==> src/rtl/acs_sequencer.sv <==
// conversion sequencer of a two-channel sigma-delta converter, with its package
// assumes a classic wishbone master and a filter that presents a settled result
// What this block does
// - chopped: settle 43/44, sample, settle 42, sample, scale 163
// - unchopped: settle 43/44, one sample, scale 163
// - chopped result averages normal and swapped samples
// - scaling averages, applies gain, stores channel data
// - sampling length follows channel filter word
// - done output high at scaling start
// - cycle end sets that channel's done flag, done low
// - continuous mode moves straight to next channel
// - each channel keeps own time and chop
// - saturate set clamps out-of-range data
// - saturate clear keeps wrapped data plus flags
// - overrange flag derived from conversion result
// - bipolar coding centred on 8000, wraps outside
// - unipolar coding from 0000, negative gives zero
// - mode write clears done flags, done output high
// - unread result overwritten, flag dropped, done high
// - done select: any channel or all enabled
//
// The register offsets and the Wishbone register port were chosen for this implementation.
`timescale 1ns/10ps

// ****************************************************************
// package
// ****************************************************************
package acs_pkg;
    // register byte offsets
    localparam logic [7:0] MODE_OFS    = 8'h00;
    localparam logic [7:0] IOCTL_OFS   = 8'h04;
    localparam logic [7:0] CSTAT_OFS   = 8'h08;
    localparam logic [7:0] IRQST_OFS   = 8'h0C;
    localparam logic [7:0] IRQMK_OFS   = 8'h10;
    localparam logic [3:0] CH_BASE_ROW = 4'h2;  // channel block n at 0x20 + 0x10*n
    localparam logic [3:0] CTIME_SUB   = 4'h0;
    localparam logic [3:0] CHST_SUB    = 4'h4;
    localparam logic [3:0] DATA_SUB    = 4'h8;
    localparam logic [3:0] GAIN_SUB    = 4'hC;
    // mode register fields
    localparam int MODE_RUN_LSB = 0;  // 2 bits
    localparam int MODE_SAT_BIT = 2;
    localparam int MODE_BIP_BIT = 3;
    localparam int MODE_CH_LSB  = 4;
    localparam logic [1:0] RUN_IDLE   = 2'h0;
    localparam logic [1:0] RUN_SINGLE = 2'h1;
    localparam logic [1:0] RUN_CONT   = 2'h2;
    // conversion time register fields
    localparam int CT_FW_LSB   = 0;   // 7 bits
    localparam int CT_CHOP_BIT = 7;
    localparam int CT_EN_BIT   = 8;
    localparam logic [8:0] CT_RESET   = 9'h1FF;
    localparam logic [15:0] GAIN_UNITY = 16'h8000;
    localparam int GAIN_SHIFT = 15;
    // phase lengths in master clock cycles
    localparam logic [15:0] SETTLE_LONG  = 16'h002C;  // 44
    localparam logic [15:0] SETTLE_SHORT = 16'h002B;  // 43
    localparam logic [15:0] SETTLE_CHOP  = 16'h002A;  // 42
    localparam logic [15:0] SCALE_LEN    = 16'h00A3;  // 163
    // output code points
    localparam logic [16:0] BIP_ZERO = 17'h08000;
    localparam logic [15:0] CODE_MIN = 16'h0000;
    localparam logic [15:0] CODE_MAX = 16'hFFFF;

    typedef enum logic [2:0] {
        ST_IDLE, ST_SETTLE_A, ST_SAMPLE_A, ST_SETTLE_B, ST_SAMPLE_B, ST_SCALE
    } acs_phase_e;
endpackage : acs_pkg

// ****************************************************************
// sequencer
// ****************************************************************
module acs_sequencer #(
    parameter int NCH         = 2,
    parameter int CW          = 1,
    parameter int SAMPLE_UNIT = 64   // cycles per filter word step
) (
    // clock and reset
    input  wire logic          clk_i,
    input  wire logic          rst_i,
    // wishbone slave
    input  wire logic          wb_cyc_i,
    input  wire logic          wb_stb_i,
    input  wire logic          wb_we_i,
    input  wire logic [7:0]    wb_adr_i,
    input  wire logic [3:0]    wb_sel_i,
    input  wire logic [31:0]   wb_dat_i,
    output logic      [31:0]   wb_dat_o,
    output logic               wb_ack_o,
    // converter front end
    input  wire logic [23:0]   filt_result_i,
    output logic      [CW-1:0] mux_chan_o,
    output logic               mux_swap_o,
    output logic               mod_run_o,
    // status pins
    output logic               done_n_o,
    output logic               irq_o
);

    // ****************************************************************
    // state
    // ****************************************************************
    acs_pkg::acs_phase_e phase_q;
    logic [15:0]   cnt_q;
    logic [CW-1:0] chan_q;
    logic [1:0]    run_q;
    logic          sat_q, bip_q, done_output_select_q, pend_q;
    logic [CW-1:0] start_ch_q;
    logic [8:0]    ctime_q [NCH];
    logic [15:0]   gain_q  [NCH];
    logic [NCH-1:0]   ready_q;
    logic [2*NCH-1:0] irq_st_q, irq_mk_q;
    logic [23:0]   samp_a_q, samp_b_q;
    logic [17:0]   mem_rd;

    // ****************************************************************
    // bus decode
    // ****************************************************************
    function automatic logic [15:0] lane_mask(input logic [3:0] sel);
        lane_mask = {{8{sel[1]}}, {8{sel[0]}}};
    endfunction : lane_mask

    wire           acc      = pend_q & wb_cyc_i & wb_stb_i & ~wb_ack_o;
    wire           wr       = acc & wb_we_i;
    wire           rd       = acc & ~wb_we_i;
    wire [15:0]    wmask    = lane_mask(wb_sel_i);
    wire [15:0]    wdat     = wb_dat_i[15:0];
    wire [3:0]     row      = wb_adr_i[7:4];
    wire [3:0]     sub      = wb_adr_i[3:0];
    wire [3:0]     row_off  = row - acs_pkg::CH_BASE_ROW;
    wire [CW-1:0]  ch_sel   = row_off[CW-1:0];
    wire           ch_hit   = row >= acs_pkg::CH_BASE_ROW && 32'(row_off) < NCH;
    wire           wr_mode  = wr & (wb_adr_i == acs_pkg::MODE_OFS);
    wire           rd_irqst = rd & (wb_adr_i == acs_pkg::IRQST_OFS);
    wire           rd_data  = rd & ch_hit & (sub == acs_pkg::DATA_SUB);
    wire [15:0]    mode_new = (16'({start_ch_q, bip_q, sat_q, run_q}) & ~wmask) | (wdat & wmask);

    // ****************************************************************
    // channel helpers
    // ****************************************************************
    logic [NCH-1:0] en;
    genvar g;
    generate
        for (g = 0; g < NCH; g++) begin : g_en
            assign en[g] = ctime_q[g][acs_pkg::CT_EN_BIT];
        end
    endgenerate

    // next enabled channel above cur, wrapping to the lowest
    function automatic logic [CW-1:0] next_ch(input logic [CW-1:0] cur,
                                              input logic [NCH-1:0] ena);
        next_ch = cur;
        for (int k = NCH; k >= 1; k--) begin
            if (ena[(32'(cur) + k) % NCH]) begin
                next_ch = CW'((32'(cur) + k) % NCH);
            end
        end
    endfunction : next_ch

    wire [8:0]  ct_cur   = ctime_q[chan_q];
    wire        chop     = ct_cur[acs_pkg::CT_CHOP_BIT];
    wire [6:0]  fw       = ct_cur[acs_pkg::CT_FW_LSB +: 7];
    wire [15:0] samp_len = 16'(((fw == 7'h00) ? 7'h01 : fw) * SAMPLE_UNIT);
    wire        tick     = cnt_q == 16'h0000;

    // ****************************************************************
    // scaling datapath
    // ****************************************************************
    wire signed [24:0] diff   = $signed({samp_a_q[23], samp_a_q}) - $signed({samp_b_q[23], samp_b_q});
    wire signed [24:0] avg    = chop ? (diff >>> 1) : $signed({samp_a_q[23], samp_a_q});
    wire signed [41:0] prod   = avg * $signed({1'b0, gain_q[chan_q]});
    wire signed [25:0] q      = 26'(prod >>> acs_pkg::GAIN_SHIFT);
    wire signed [25:0] code   = bip_q ? q + $signed(26'(acs_pkg::BIP_ZERO)) : q;
    wire               sign   = q[25];
    wire               over   = code[25] | (code[24:16] != 9'h000);
    wire [15:0]        wrap   = (!bip_q && sign) ? acs_pkg::CODE_MIN : code[15:0];
    wire [15:0]        clamp  = code[25] ? acs_pkg::CODE_MIN : acs_pkg::CODE_MAX;
    wire [15:0]        result = (sat_q && over) ? clamp : wrap;
    wire               fin    = phase_q == acs_pkg::ST_SCALE && tick;
    wire               scale_in = (phase_q == acs_pkg::ST_SAMPLE_B ||
                                   (phase_q == acs_pkg::ST_SAMPLE_A && !chop)) && tick;
    wire               lost   = scale_in & ready_q[chan_q];
    wire               go_on  = run_q == acs_pkg::RUN_CONT && en != '0;

    acs_result_mem #(.DW(18), .NCH(NCH), .AW(CW)) u_mem (
        .clk_i   (clk_i),
        .rst_i   (rst_i),
        .we_i    (fin),
        .waddr_i (chan_q),
        .wdata_i ({over, sign, result}),
        .raddr_i (ch_sel),
        .rdata_o (mem_rd)
    );

    // ****************************************************************
    // phase sequencer
    // ****************************************************************
    // a mode write restarts the cycle from a long settle, or goes to idle when the new run mode is idle
    always_ff @(posedge clk_i) begin
        if (rst_i) begin
            phase_q <= acs_pkg::ST_IDLE;
            cnt_q   <= 16'h0000;
            chan_q  <= '0;
        end else if (wr_mode) begin
            chan_q  <= mode_new[acs_pkg::MODE_CH_LSB +: CW];
            cnt_q   <= acs_pkg::SETTLE_LONG - 16'h0001;
            phase_q <= (mode_new[1:0] == acs_pkg::RUN_IDLE) ? acs_pkg::ST_IDLE
                                                            : acs_pkg::ST_SETTLE_A;
        end else if (!tick) begin
            cnt_q <= cnt_q - 16'h0001;
        end else begin
            case (phase_q)
                acs_pkg::ST_SETTLE_A: begin
                    phase_q <= acs_pkg::ST_SAMPLE_A;
                    cnt_q   <= samp_len - 16'h0001;
                end
                acs_pkg::ST_SAMPLE_A: begin
                    phase_q <= chop ? acs_pkg::ST_SETTLE_B : acs_pkg::ST_SCALE;
                    cnt_q   <= (chop ? acs_pkg::SETTLE_CHOP : acs_pkg::SCALE_LEN) - 16'h0001;
                end
                acs_pkg::ST_SETTLE_B: begin
                    phase_q <= acs_pkg::ST_SAMPLE_B;
                    cnt_q   <= samp_len - 16'h0001;
                end
                acs_pkg::ST_SAMPLE_B: begin
                    phase_q <= acs_pkg::ST_SCALE;
                    cnt_q   <= acs_pkg::SCALE_LEN - 16'h0001;
                end
                acs_pkg::ST_SCALE: begin
                    phase_q <= go_on ? acs_pkg::ST_SETTLE_A : acs_pkg::ST_IDLE;
                    cnt_q   <= acs_pkg::SETTLE_SHORT - 16'h0001;
                    chan_q  <= go_on ? next_ch(chan_q, en) : chan_q;
                end
                default: begin
                    phase_q <= acs_pkg::ST_IDLE;
                end
            endcase
        end
    end

    // filter results captured on the last cycle of each sampling period
    always_ff @(posedge clk_i) begin
        if (rst_i) begin
            samp_a_q <= 24'h000000;
            samp_b_q <= 24'h000000;
        end else if (tick && phase_q == acs_pkg::ST_SAMPLE_A) begin
            samp_a_q <= filt_result_i;
        end else if (tick && phase_q == acs_pkg::ST_SAMPLE_B) begin
            samp_b_q <= filt_result_i;
        end
    end

    // ****************************************************************
    // registers
    // ****************************************************************
    // mode register; a single conversion falls back to idle when it ends
    always_ff @(posedge clk_i) begin
        if (rst_i) begin
            {start_ch_q, bip_q, sat_q, run_q} <= '0;
            done_output_select_q <= 1'b0;
            irq_mk_q <= '0;
        end else begin
            if (wr_mode) begin
                run_q      <= mode_new[acs_pkg::MODE_RUN_LSB +: 2];
                sat_q      <= mode_new[acs_pkg::MODE_SAT_BIT];
                bip_q      <= mode_new[acs_pkg::MODE_BIP_BIT];
                start_ch_q <= mode_new[acs_pkg::MODE_CH_LSB +: CW];
            end else if (fin && run_q == acs_pkg::RUN_SINGLE) begin
                run_q <= acs_pkg::RUN_IDLE;
            end
            if (wr && wb_adr_i == acs_pkg::IOCTL_OFS && wb_sel_i[0]) begin
                done_output_select_q <= wdat[0];
            end
            if (wr && wb_adr_i == acs_pkg::IRQMK_OFS) begin
                irq_mk_q <= (irq_mk_q & ~wmask[2*NCH-1:0]) | (wdat[2*NCH-1:0] & wmask[2*NCH-1:0]);
            end
        end
    end

    // per-channel time, chop, enable and gain
    generate
        for (g = 0; g < NCH; g++) begin : g_ch
            wire hit = wr && ch_hit && 32'(ch_sel) == g;
            always_ff @(posedge clk_i) begin
                if (rst_i) begin
                    ctime_q[g] <= acs_pkg::CT_RESET;
                    gain_q[g]  <= acs_pkg::GAIN_UNITY;
                end else if (hit && sub == acs_pkg::CTIME_SUB) begin
                    ctime_q[g] <= (ctime_q[g] & ~wmask[8:0]) | (wdat[8:0] & wmask[8:0]);
                end else if (hit && sub == acs_pkg::GAIN_SUB) begin
                    gain_q[g] <= (gain_q[g] & ~wmask) | (wdat & wmask);
                end
            end
        end
    endgenerate

    // done flags: completion sets, data read or mode write clears, set wins
    always_ff @(posedge clk_i) begin
        if (rst_i) begin
            ready_q <= '0;
        end else begin
            for (int i = 0; i < NCH; i++) begin
                if (fin && 32'(chan_q) == i) begin
                    ready_q[i] <= 1'b1;
                end else if (wr_mode || (lost && 32'(chan_q) == i)) begin
                    ready_q[i] <= 1'b0;
                end else if (rd_data && 32'(ch_sel) == i) begin
                    ready_q[i] <= 1'b0;
                end
            end
        end
    end

    // sticky events: low half completions, high half overwritten results
    wire [2*NCH-1:0] irq_set = {(lost ? NCH'(1) << chan_q : NCH'(0)),
                                (fin  ? NCH'(1) << chan_q : NCH'(0))};
    wire [2*NCH-1:0] irq_nxt = (rd_irqst ? '0 : irq_st_q) | irq_set;

    always_ff @(posedge clk_i) begin
        if (rst_i) begin
            irq_st_q <= '0;
            irq_o    <= 1'b0;
        end else begin
            irq_st_q <= irq_nxt;
            irq_o    <= |(irq_nxt & irq_mk_q);
        end
    end

    // ****************************************************************
    // done pin and front end outputs
    // ****************************************************************
    // finishing channel counted early, so done goes low on the edge that sets its flag, not one cycle later
    wire [NCH-1:0] rdy_fin = ready_q | (fin ? NCH'(1) << chan_q : NCH'(0));
    wire any_rdy = |rdy_fin;
    wire all_rdy = (en != '0) && ((rdy_fin | ~en) == '1);
    wire rdy_sel = done_output_select_q ? all_rdy : any_rdy;
    // forced high through the whole scaling phase, so a lost result shows 163 cycles
    always_ff @(posedge clk_i) begin
        if (rst_i) begin
            done_n_o   <= 1'b1;
            mux_chan_o <= '0;
            mux_swap_o <= 1'b0;
            mod_run_o  <= 1'b0;
        end else begin
            done_n_o   <= wr_mode | scale_in | (phase_q == acs_pkg::ST_SCALE && !fin) |
                          !rdy_sel;
            mux_chan_o <= chan_q;
            mux_swap_o <= phase_q == acs_pkg::ST_SETTLE_B || phase_q == acs_pkg::ST_SAMPLE_B;
            mod_run_o  <= phase_q == acs_pkg::ST_SAMPLE_A || phase_q == acs_pkg::ST_SAMPLE_B;
        end
    end

    // ****************************************************************
    // bus answer
    // ****************************************************************
    logic [31:0] rdat;
    always_comb begin
        rdat = 32'h00000000;
        if (wb_adr_i == acs_pkg::MODE_OFS) begin
            rdat = 32'({start_ch_q, bip_q, sat_q, run_q});
        end else if (wb_adr_i == acs_pkg::IOCTL_OFS) begin
            rdat = 32'(done_output_select_q);
        end else if (wb_adr_i == acs_pkg::CSTAT_OFS) begin
            rdat = 32'({phase_q, 8'(ready_q)});  // phase in [10:8], done flags from bit 0
        end else if (wb_adr_i == acs_pkg::IRQST_OFS) begin
            rdat = 32'(irq_st_q);
        end else if (wb_adr_i == acs_pkg::IRQMK_OFS) begin
            rdat = 32'(irq_mk_q);
        end else if (ch_hit && sub == acs_pkg::CTIME_SUB) begin
            rdat = 32'(ctime_q[ch_sel]);
        end else if (ch_hit && sub == acs_pkg::CHST_SUB) begin
            rdat = {24'h000000, 4'(ch_sel), 1'b0, mem_rd[17:16], ready_q[ch_sel]};
        end else if (ch_hit && sub == acs_pkg::DATA_SUB) begin
            rdat = {16'h0000, mem_rd[15:0]};
        end else if (ch_hit && sub == acs_pkg::GAIN_SUB) begin
            rdat = {16'h0000, gain_q[ch_sel]};
        end
    end

    // two-cycle answer: first cycle fetches the result row, second acks
    always_ff @(posedge clk_i) begin
        if (rst_i) begin
            pend_q   <= 1'b0;
            wb_ack_o <= 1'b0;
            wb_dat_o <= 32'h00000000;
        end else begin
            pend_q   <= wb_cyc_i & wb_stb_i & ~pend_q & ~wb_ack_o;
            wb_ack_o <= acc;
            wb_dat_o <= rd ? rdat : 32'h00000000;
        end
    end

endmodule : acs_sequencer

==> src/rtl/acs_result_mem.sv <==
// result memory: one row per channel holding scaled data and its sign and overrange flags
// assumes one writer (the sequencer) and a read address that may change every cycle
`timescale 1ns/10ps

module acs_result_mem #(
    parameter int DW  = 18,
    parameter int NCH = 2,
    parameter int AW  = 1
) (
    // clock and reset
    input  wire logic          clk_i,
    input  wire logic          rst_i,
    // write port
    input  wire logic          we_i,
    input  wire logic [AW-1:0] waddr_i,
    input  wire logic [DW-1:0] wdata_i,
    // read port, data one cycle after the address
    input  wire logic [AW-1:0] raddr_i,
    output logic      [DW-1:0] rdata_o
);

    logic [DW-1:0] mem_q [NCH];

    // rows reset to zero so a read before the first conversion is defined
    always_ff @(posedge clk_i) begin
        if (rst_i) begin
            for (int i = 0; i < NCH; i++) begin
                mem_q[i] <= '0;
            end
        end else if (we_i) begin
            mem_q[waddr_i] <= wdata_i;
        end
    end

    // registered read keeps the bus answer off a long combinational path
    always_ff @(posedge clk_i) begin
        if (rst_i) begin
            rdata_o <= '0;
        end else if (32'(raddr_i) < NCH) begin
            rdata_o <= mem_q[raddr_i];
        end else begin
            rdata_o <= '0;
        end
    end

endmodule : acs_result_mem

==> config.mk <==
export PLATFORM = sky130hd
export DESIGN_NAME = acs_sequencer
export DESIGN_NICKNAME = d
export VERILOG_FILES = /design/src/rtl/acs_sequencer.sv /design/src/rtl/acs_result_mem.sv
export SDC_FILE = /design/constraint.sdc
export NUM_CORES = 2
export LEC_CHECK = 0
export ABC_AREA = 1
export ABC_CLOCK_PERIOD_IN_PS = 20000
export BUFFER_PORTS_ARGS = -buffer_cell sky130_fd_sc_hd__buf_2
export CAP_MARGIN = 40
export CORE_MARGIN = 5
export CORE_UTILIZATION = 55
export DETAILED_ROUTE_END_ITERATION = 8
export PLACE_DENSITY = 0.72
export SYNTH_ARGS = -nofsm -noshare
export SYNTH_HDL_FRONTEND = slang
export SYNTH_SLANG_ARGS = --single-unit
==> constraint.sdc <==
create_clock -name clk_i -period 20 [get_ports clk_i]
set_input_delay 3 -clock clk_i [delete_from_list [all_inputs] [get_ports clk_i]]
set_output_delay 3 -clock clk_i [all_outputs]
set_load 0.1 [all_outputs]
==> reports/qor.log <==
[status] status completed
[clocking] number of clock sinks 212
[floorplanning] DIE HEIGHT 228 um
[place] total placed cells including tap cells 4012
[yosys] number of distinct library cell variants in the gate-level netlist after synthesis 59
[layout] utilization of the core after routing 59.2%
[yosys] cell count after synthesis 3382
[setup_path] stage delay of the slowest cell on the critical path 540 ps
[setup_path] critical path's slowest cell fa_1
[pwr] Pint 0.780 mW
[pwr] static leakage power 14.1 nW
[job] count of maximum capacitance violations 0
[place] dpl hpwl 54.6 mm
[clocking] clock transition time at the flip-flop clock pins of the worst setup and hold paths 60 ps
[floorplanning] Top-Level Pins 111
[grt] number of antenna violations at the first check in global routing 0
[pwr] worst voltage drop across the vdd grid 0.0573 mV
[setup_path] arrival time worst endpoint 10450 ps
[setup_path] type of the worst setup path flop to flop
[clocking] source-to-sink clock delay at the later pin of the worst-skew pair 540 ps
[detailed_routing] total number of vias 21.6k
[layout] Inserted Diodes 0
[clocking] CTS max path bufs 3
[floorplanning] Core ar. 47400 sq um
[clocking] setup repair bufs after CTS 0
[detailed_routing] via count normalized by instance count 5.34
[grt] vias in the first global route 21.7k
[detailed_routing] post-detailed-route count of antenna-violating nets 0
[yosys] area of the mapped netlist 26200 sq um
[sta] minimum clock period 10180 ps
[layout] Net count, final 3999
[setup_path] critical path startpoint category flop
[grt] largest net degree at the start of global routing 61
[sta] share of the cycle needed by the critical path after routing 50.9%
[setup_path] endpoint kind of the worst setup timing path flop
[layout] area growth from synthesis to final layout 7.18%
[min_path] type of the most critical hold path flop to flop
[floorplanning] Row Count 80
[clocking] TritonCTS clock tree built
[clocking] number of levels the H-tree was split into 1
[pwr] Gate power share 15.4%
[floorplanning] initial core utilization 55.2%
[yosys] number of synthesized register bits 212
[grt] All-Layer GR Usage 26.4%
[sta] actual transition at the worst max-transition pin 938 ps
[setup_path] largest driver fanout on the critical path 32
[detailed_routing] wire per inst 16.9 um
[sta] worst slew margin relative to its limit 37.0%
[clocking] Num CTS Buffers 24
[yosys] share of synthesized flip-flops with an asynchronous set or reset 0%
[floorplanning] DIE WIDTH 228 um
[detailed_routing] initial DRC count 1630
[floorplanning] total die area 52100 sq um
[place] count of port buffers added during placement 76
[clocking] root buffer cell clkbuf_16
[layout] fraction of final layout cells with drive strength greater than 1 8.49%
[detailed_routing] wire length reported by the detailed router 68.6 mm
[yosys] dominant synthesized flop cell dfxtp_1
[sta] final setup vio count 0
[pwr] P_sw 0.314 mW
[setup_path] most common cell type on the critical path nand2_1
[sta] setup repair after global routing missed its margin false
[pwr] switching part of the total 28.7%
[clocking] hold buffers post-CTS 0
[layout] highest-count cells in the layout ignoring fill and taps inv_1, nand2_1, nor2_1
[grt] total congestion overflow 0
[pwr] portion of total power attributed to sequential cells 44.2%
[layout] non-filler instance count after layout 4055
[sta] worst clock skew 17.8 ps
[yosys] sequential area share after synthesis 19.5%
[setup_path] data required time at the worst endpoint 20270 ps
[yosys] YS warnings 0
[yosys] number of enable flip-flop cells after synthesis 86
[sta] Setup TNS Final 0 ps
[detailed_routing] number of search-and-repair iterations in the first detailed-routing pass 6
[sta] achievable clock frequency 98.2 MHz
[sta] count of pins over their slew limit 0
[place] gp weighted congestion 0.937
[clocking] # resized after CTS 0
[yosys] Mean Syn Cell Area 7.75 sq um
[sta] endpoints failing hold 0
[pwr] power share of the clock group 40.4%
[pwr] total power per unit cell area 39.0 nW/um^2
[grt] first-pass GRT wire length 112 mm
[detailed_routing] number of remaining DRC errors 0
[layout] leading cell type in the layout, fill and taps excluded inv_1
-- per-layer routing --
| metal | share of wire, % | GRT usage (%) | vias up |
|---|---|---|---|
| met4 | 3.2 | 7.64 | 0 |
| li1 | - | - | 10367 |
| met2 | 47 | 44.3 | 828 |
| met3 | 8.5 | 4.66 | 139 |
| met1 | 41 | 35.4 | 10311 |
| met5 | 0 | 0 | - |
-- through the flow --
stage	power (mW)	hold slack (ps)	cell area [sq um]	setup WS (ps)
finish	1.09	434	28100	9820
global route	1.14	461	28100	9080
CTS	1.10	428	28100	9830
detailed placement	0.657	419	27300	9860
global placement	0.654	404	27100	9920
floorplan	0.615	390	26300	11460
-- layout make-up --
type	count	area [sq um]
clock inverters	11	95.1
flip-flops and latches	212	5100
fillers	4402	19400
multi-input cells	2291	17700
inverters	776	2910
clock buffers	32	702
repair buffers	118	774
well taps	615	769
-- logic make-up (layout without fill, tap and decap cells) --
group	Yosys count	in the layout	share of synthesized area, %
other cells	1	16	0.0143
xor+xnor	54	54	1.81
buf+inv	894	937	13.2
simple gates	1263	1263	20.6
flops	212	212	19.5
fa+ha+maj	503	503	34.8
compound gates	454	454	10.0
mux	1	1	0.0382
-- final timing paths --
path | from | endpoint | depth (start not counted) | slack, ps
hold reg to reg | pend_q$_SDFF_PP0_ | pend_q$_SDFF_PP0_ | 1 | 430
setup / recovery | samp_a_q[1]$_SDFFE_PP0P_ | u_mem.mem_q[1][0]$_SDFFCE_PN0P_ | 47 | 9820
hold / removal | pend_q$_SDFF_PP0_ | pend_q$_SDFF_PP0_ | 1 | 430
setup reg to reg | samp_a_q[1]$_SDFFE_PP0P_ | u_mem.mem_q[1][0]$_SDFFCE_PN0P_ | 47 | 9820
-- cell usage after synthesis, types with 13 or more instances --
cell type  count  area [sq um]
nand4_1       15          93.8
a21oi_2       22           193
buf_4         19           143
fa_1         376          7530
nor2_2        13          81.3
clkbuf_1      90           338
or2_2         18           113
xnor2_1       26           228
a21oi_1      172           861
a31oi_1       15          93.8
nand3_1       90           450
nand2_2       30           188
o21ai_1       18          90.1
xor2_1        28           245
o211ai_1      26           195
nor3_1        20           100
nand2_1      609          2290
ha_1         127          1590
a211oi_1      27           203
dfxtp_1      126          2520
edfxtp_1      86          2580
nor2_1       418          1570
nand2_4       16           180
inv_1        753          2830
inv_2         13          48.8
o21ai_0      132           661
-- worst max-delay path, delay by kind of cell (launching register included) --
kind            cells  cell delay [ps]
simple gates       25             3350
xor+xnor            1              150
flops               1              380
fa+ha+maj           9             3990
compound gates      6             1160
buf+inv             6              830
-- state kept, by name, summed over array words and instances (netlist names), 2 cells and up, named ones only --
name and flops:
u_mem.mem_q 36, gain_q 32, samp_a_q 24, samp_b_q 24
ctime_q 18, u_mem.rdata_o 18, cnt_q 16, wb_dat_o 16
irq_st_q 4, phase_q 3, ready_q 2, run_q 2
-- power groups by stage --
| stage | Combinational (mW) | Clock [mW] | Sequential [mW] |
|---|---|---|---|
| 2_1_floorplan | 0.126 | 0 | 0.489 |
| 3_3_place_gp | 0.163 | 0 | 0.491 |
| 3_5_place_dp | 0.165 | 0 | 0.492 |
| 4_1_cts | 0.167 | 0.448 | 0.483 |
| 5_1_grt | 0.187 | 0.463 | 0.486 |
| 6_report | 0.168 | 0.442 | 0.483 |
No activity file was read; power rests on OpenSTA's default activity.
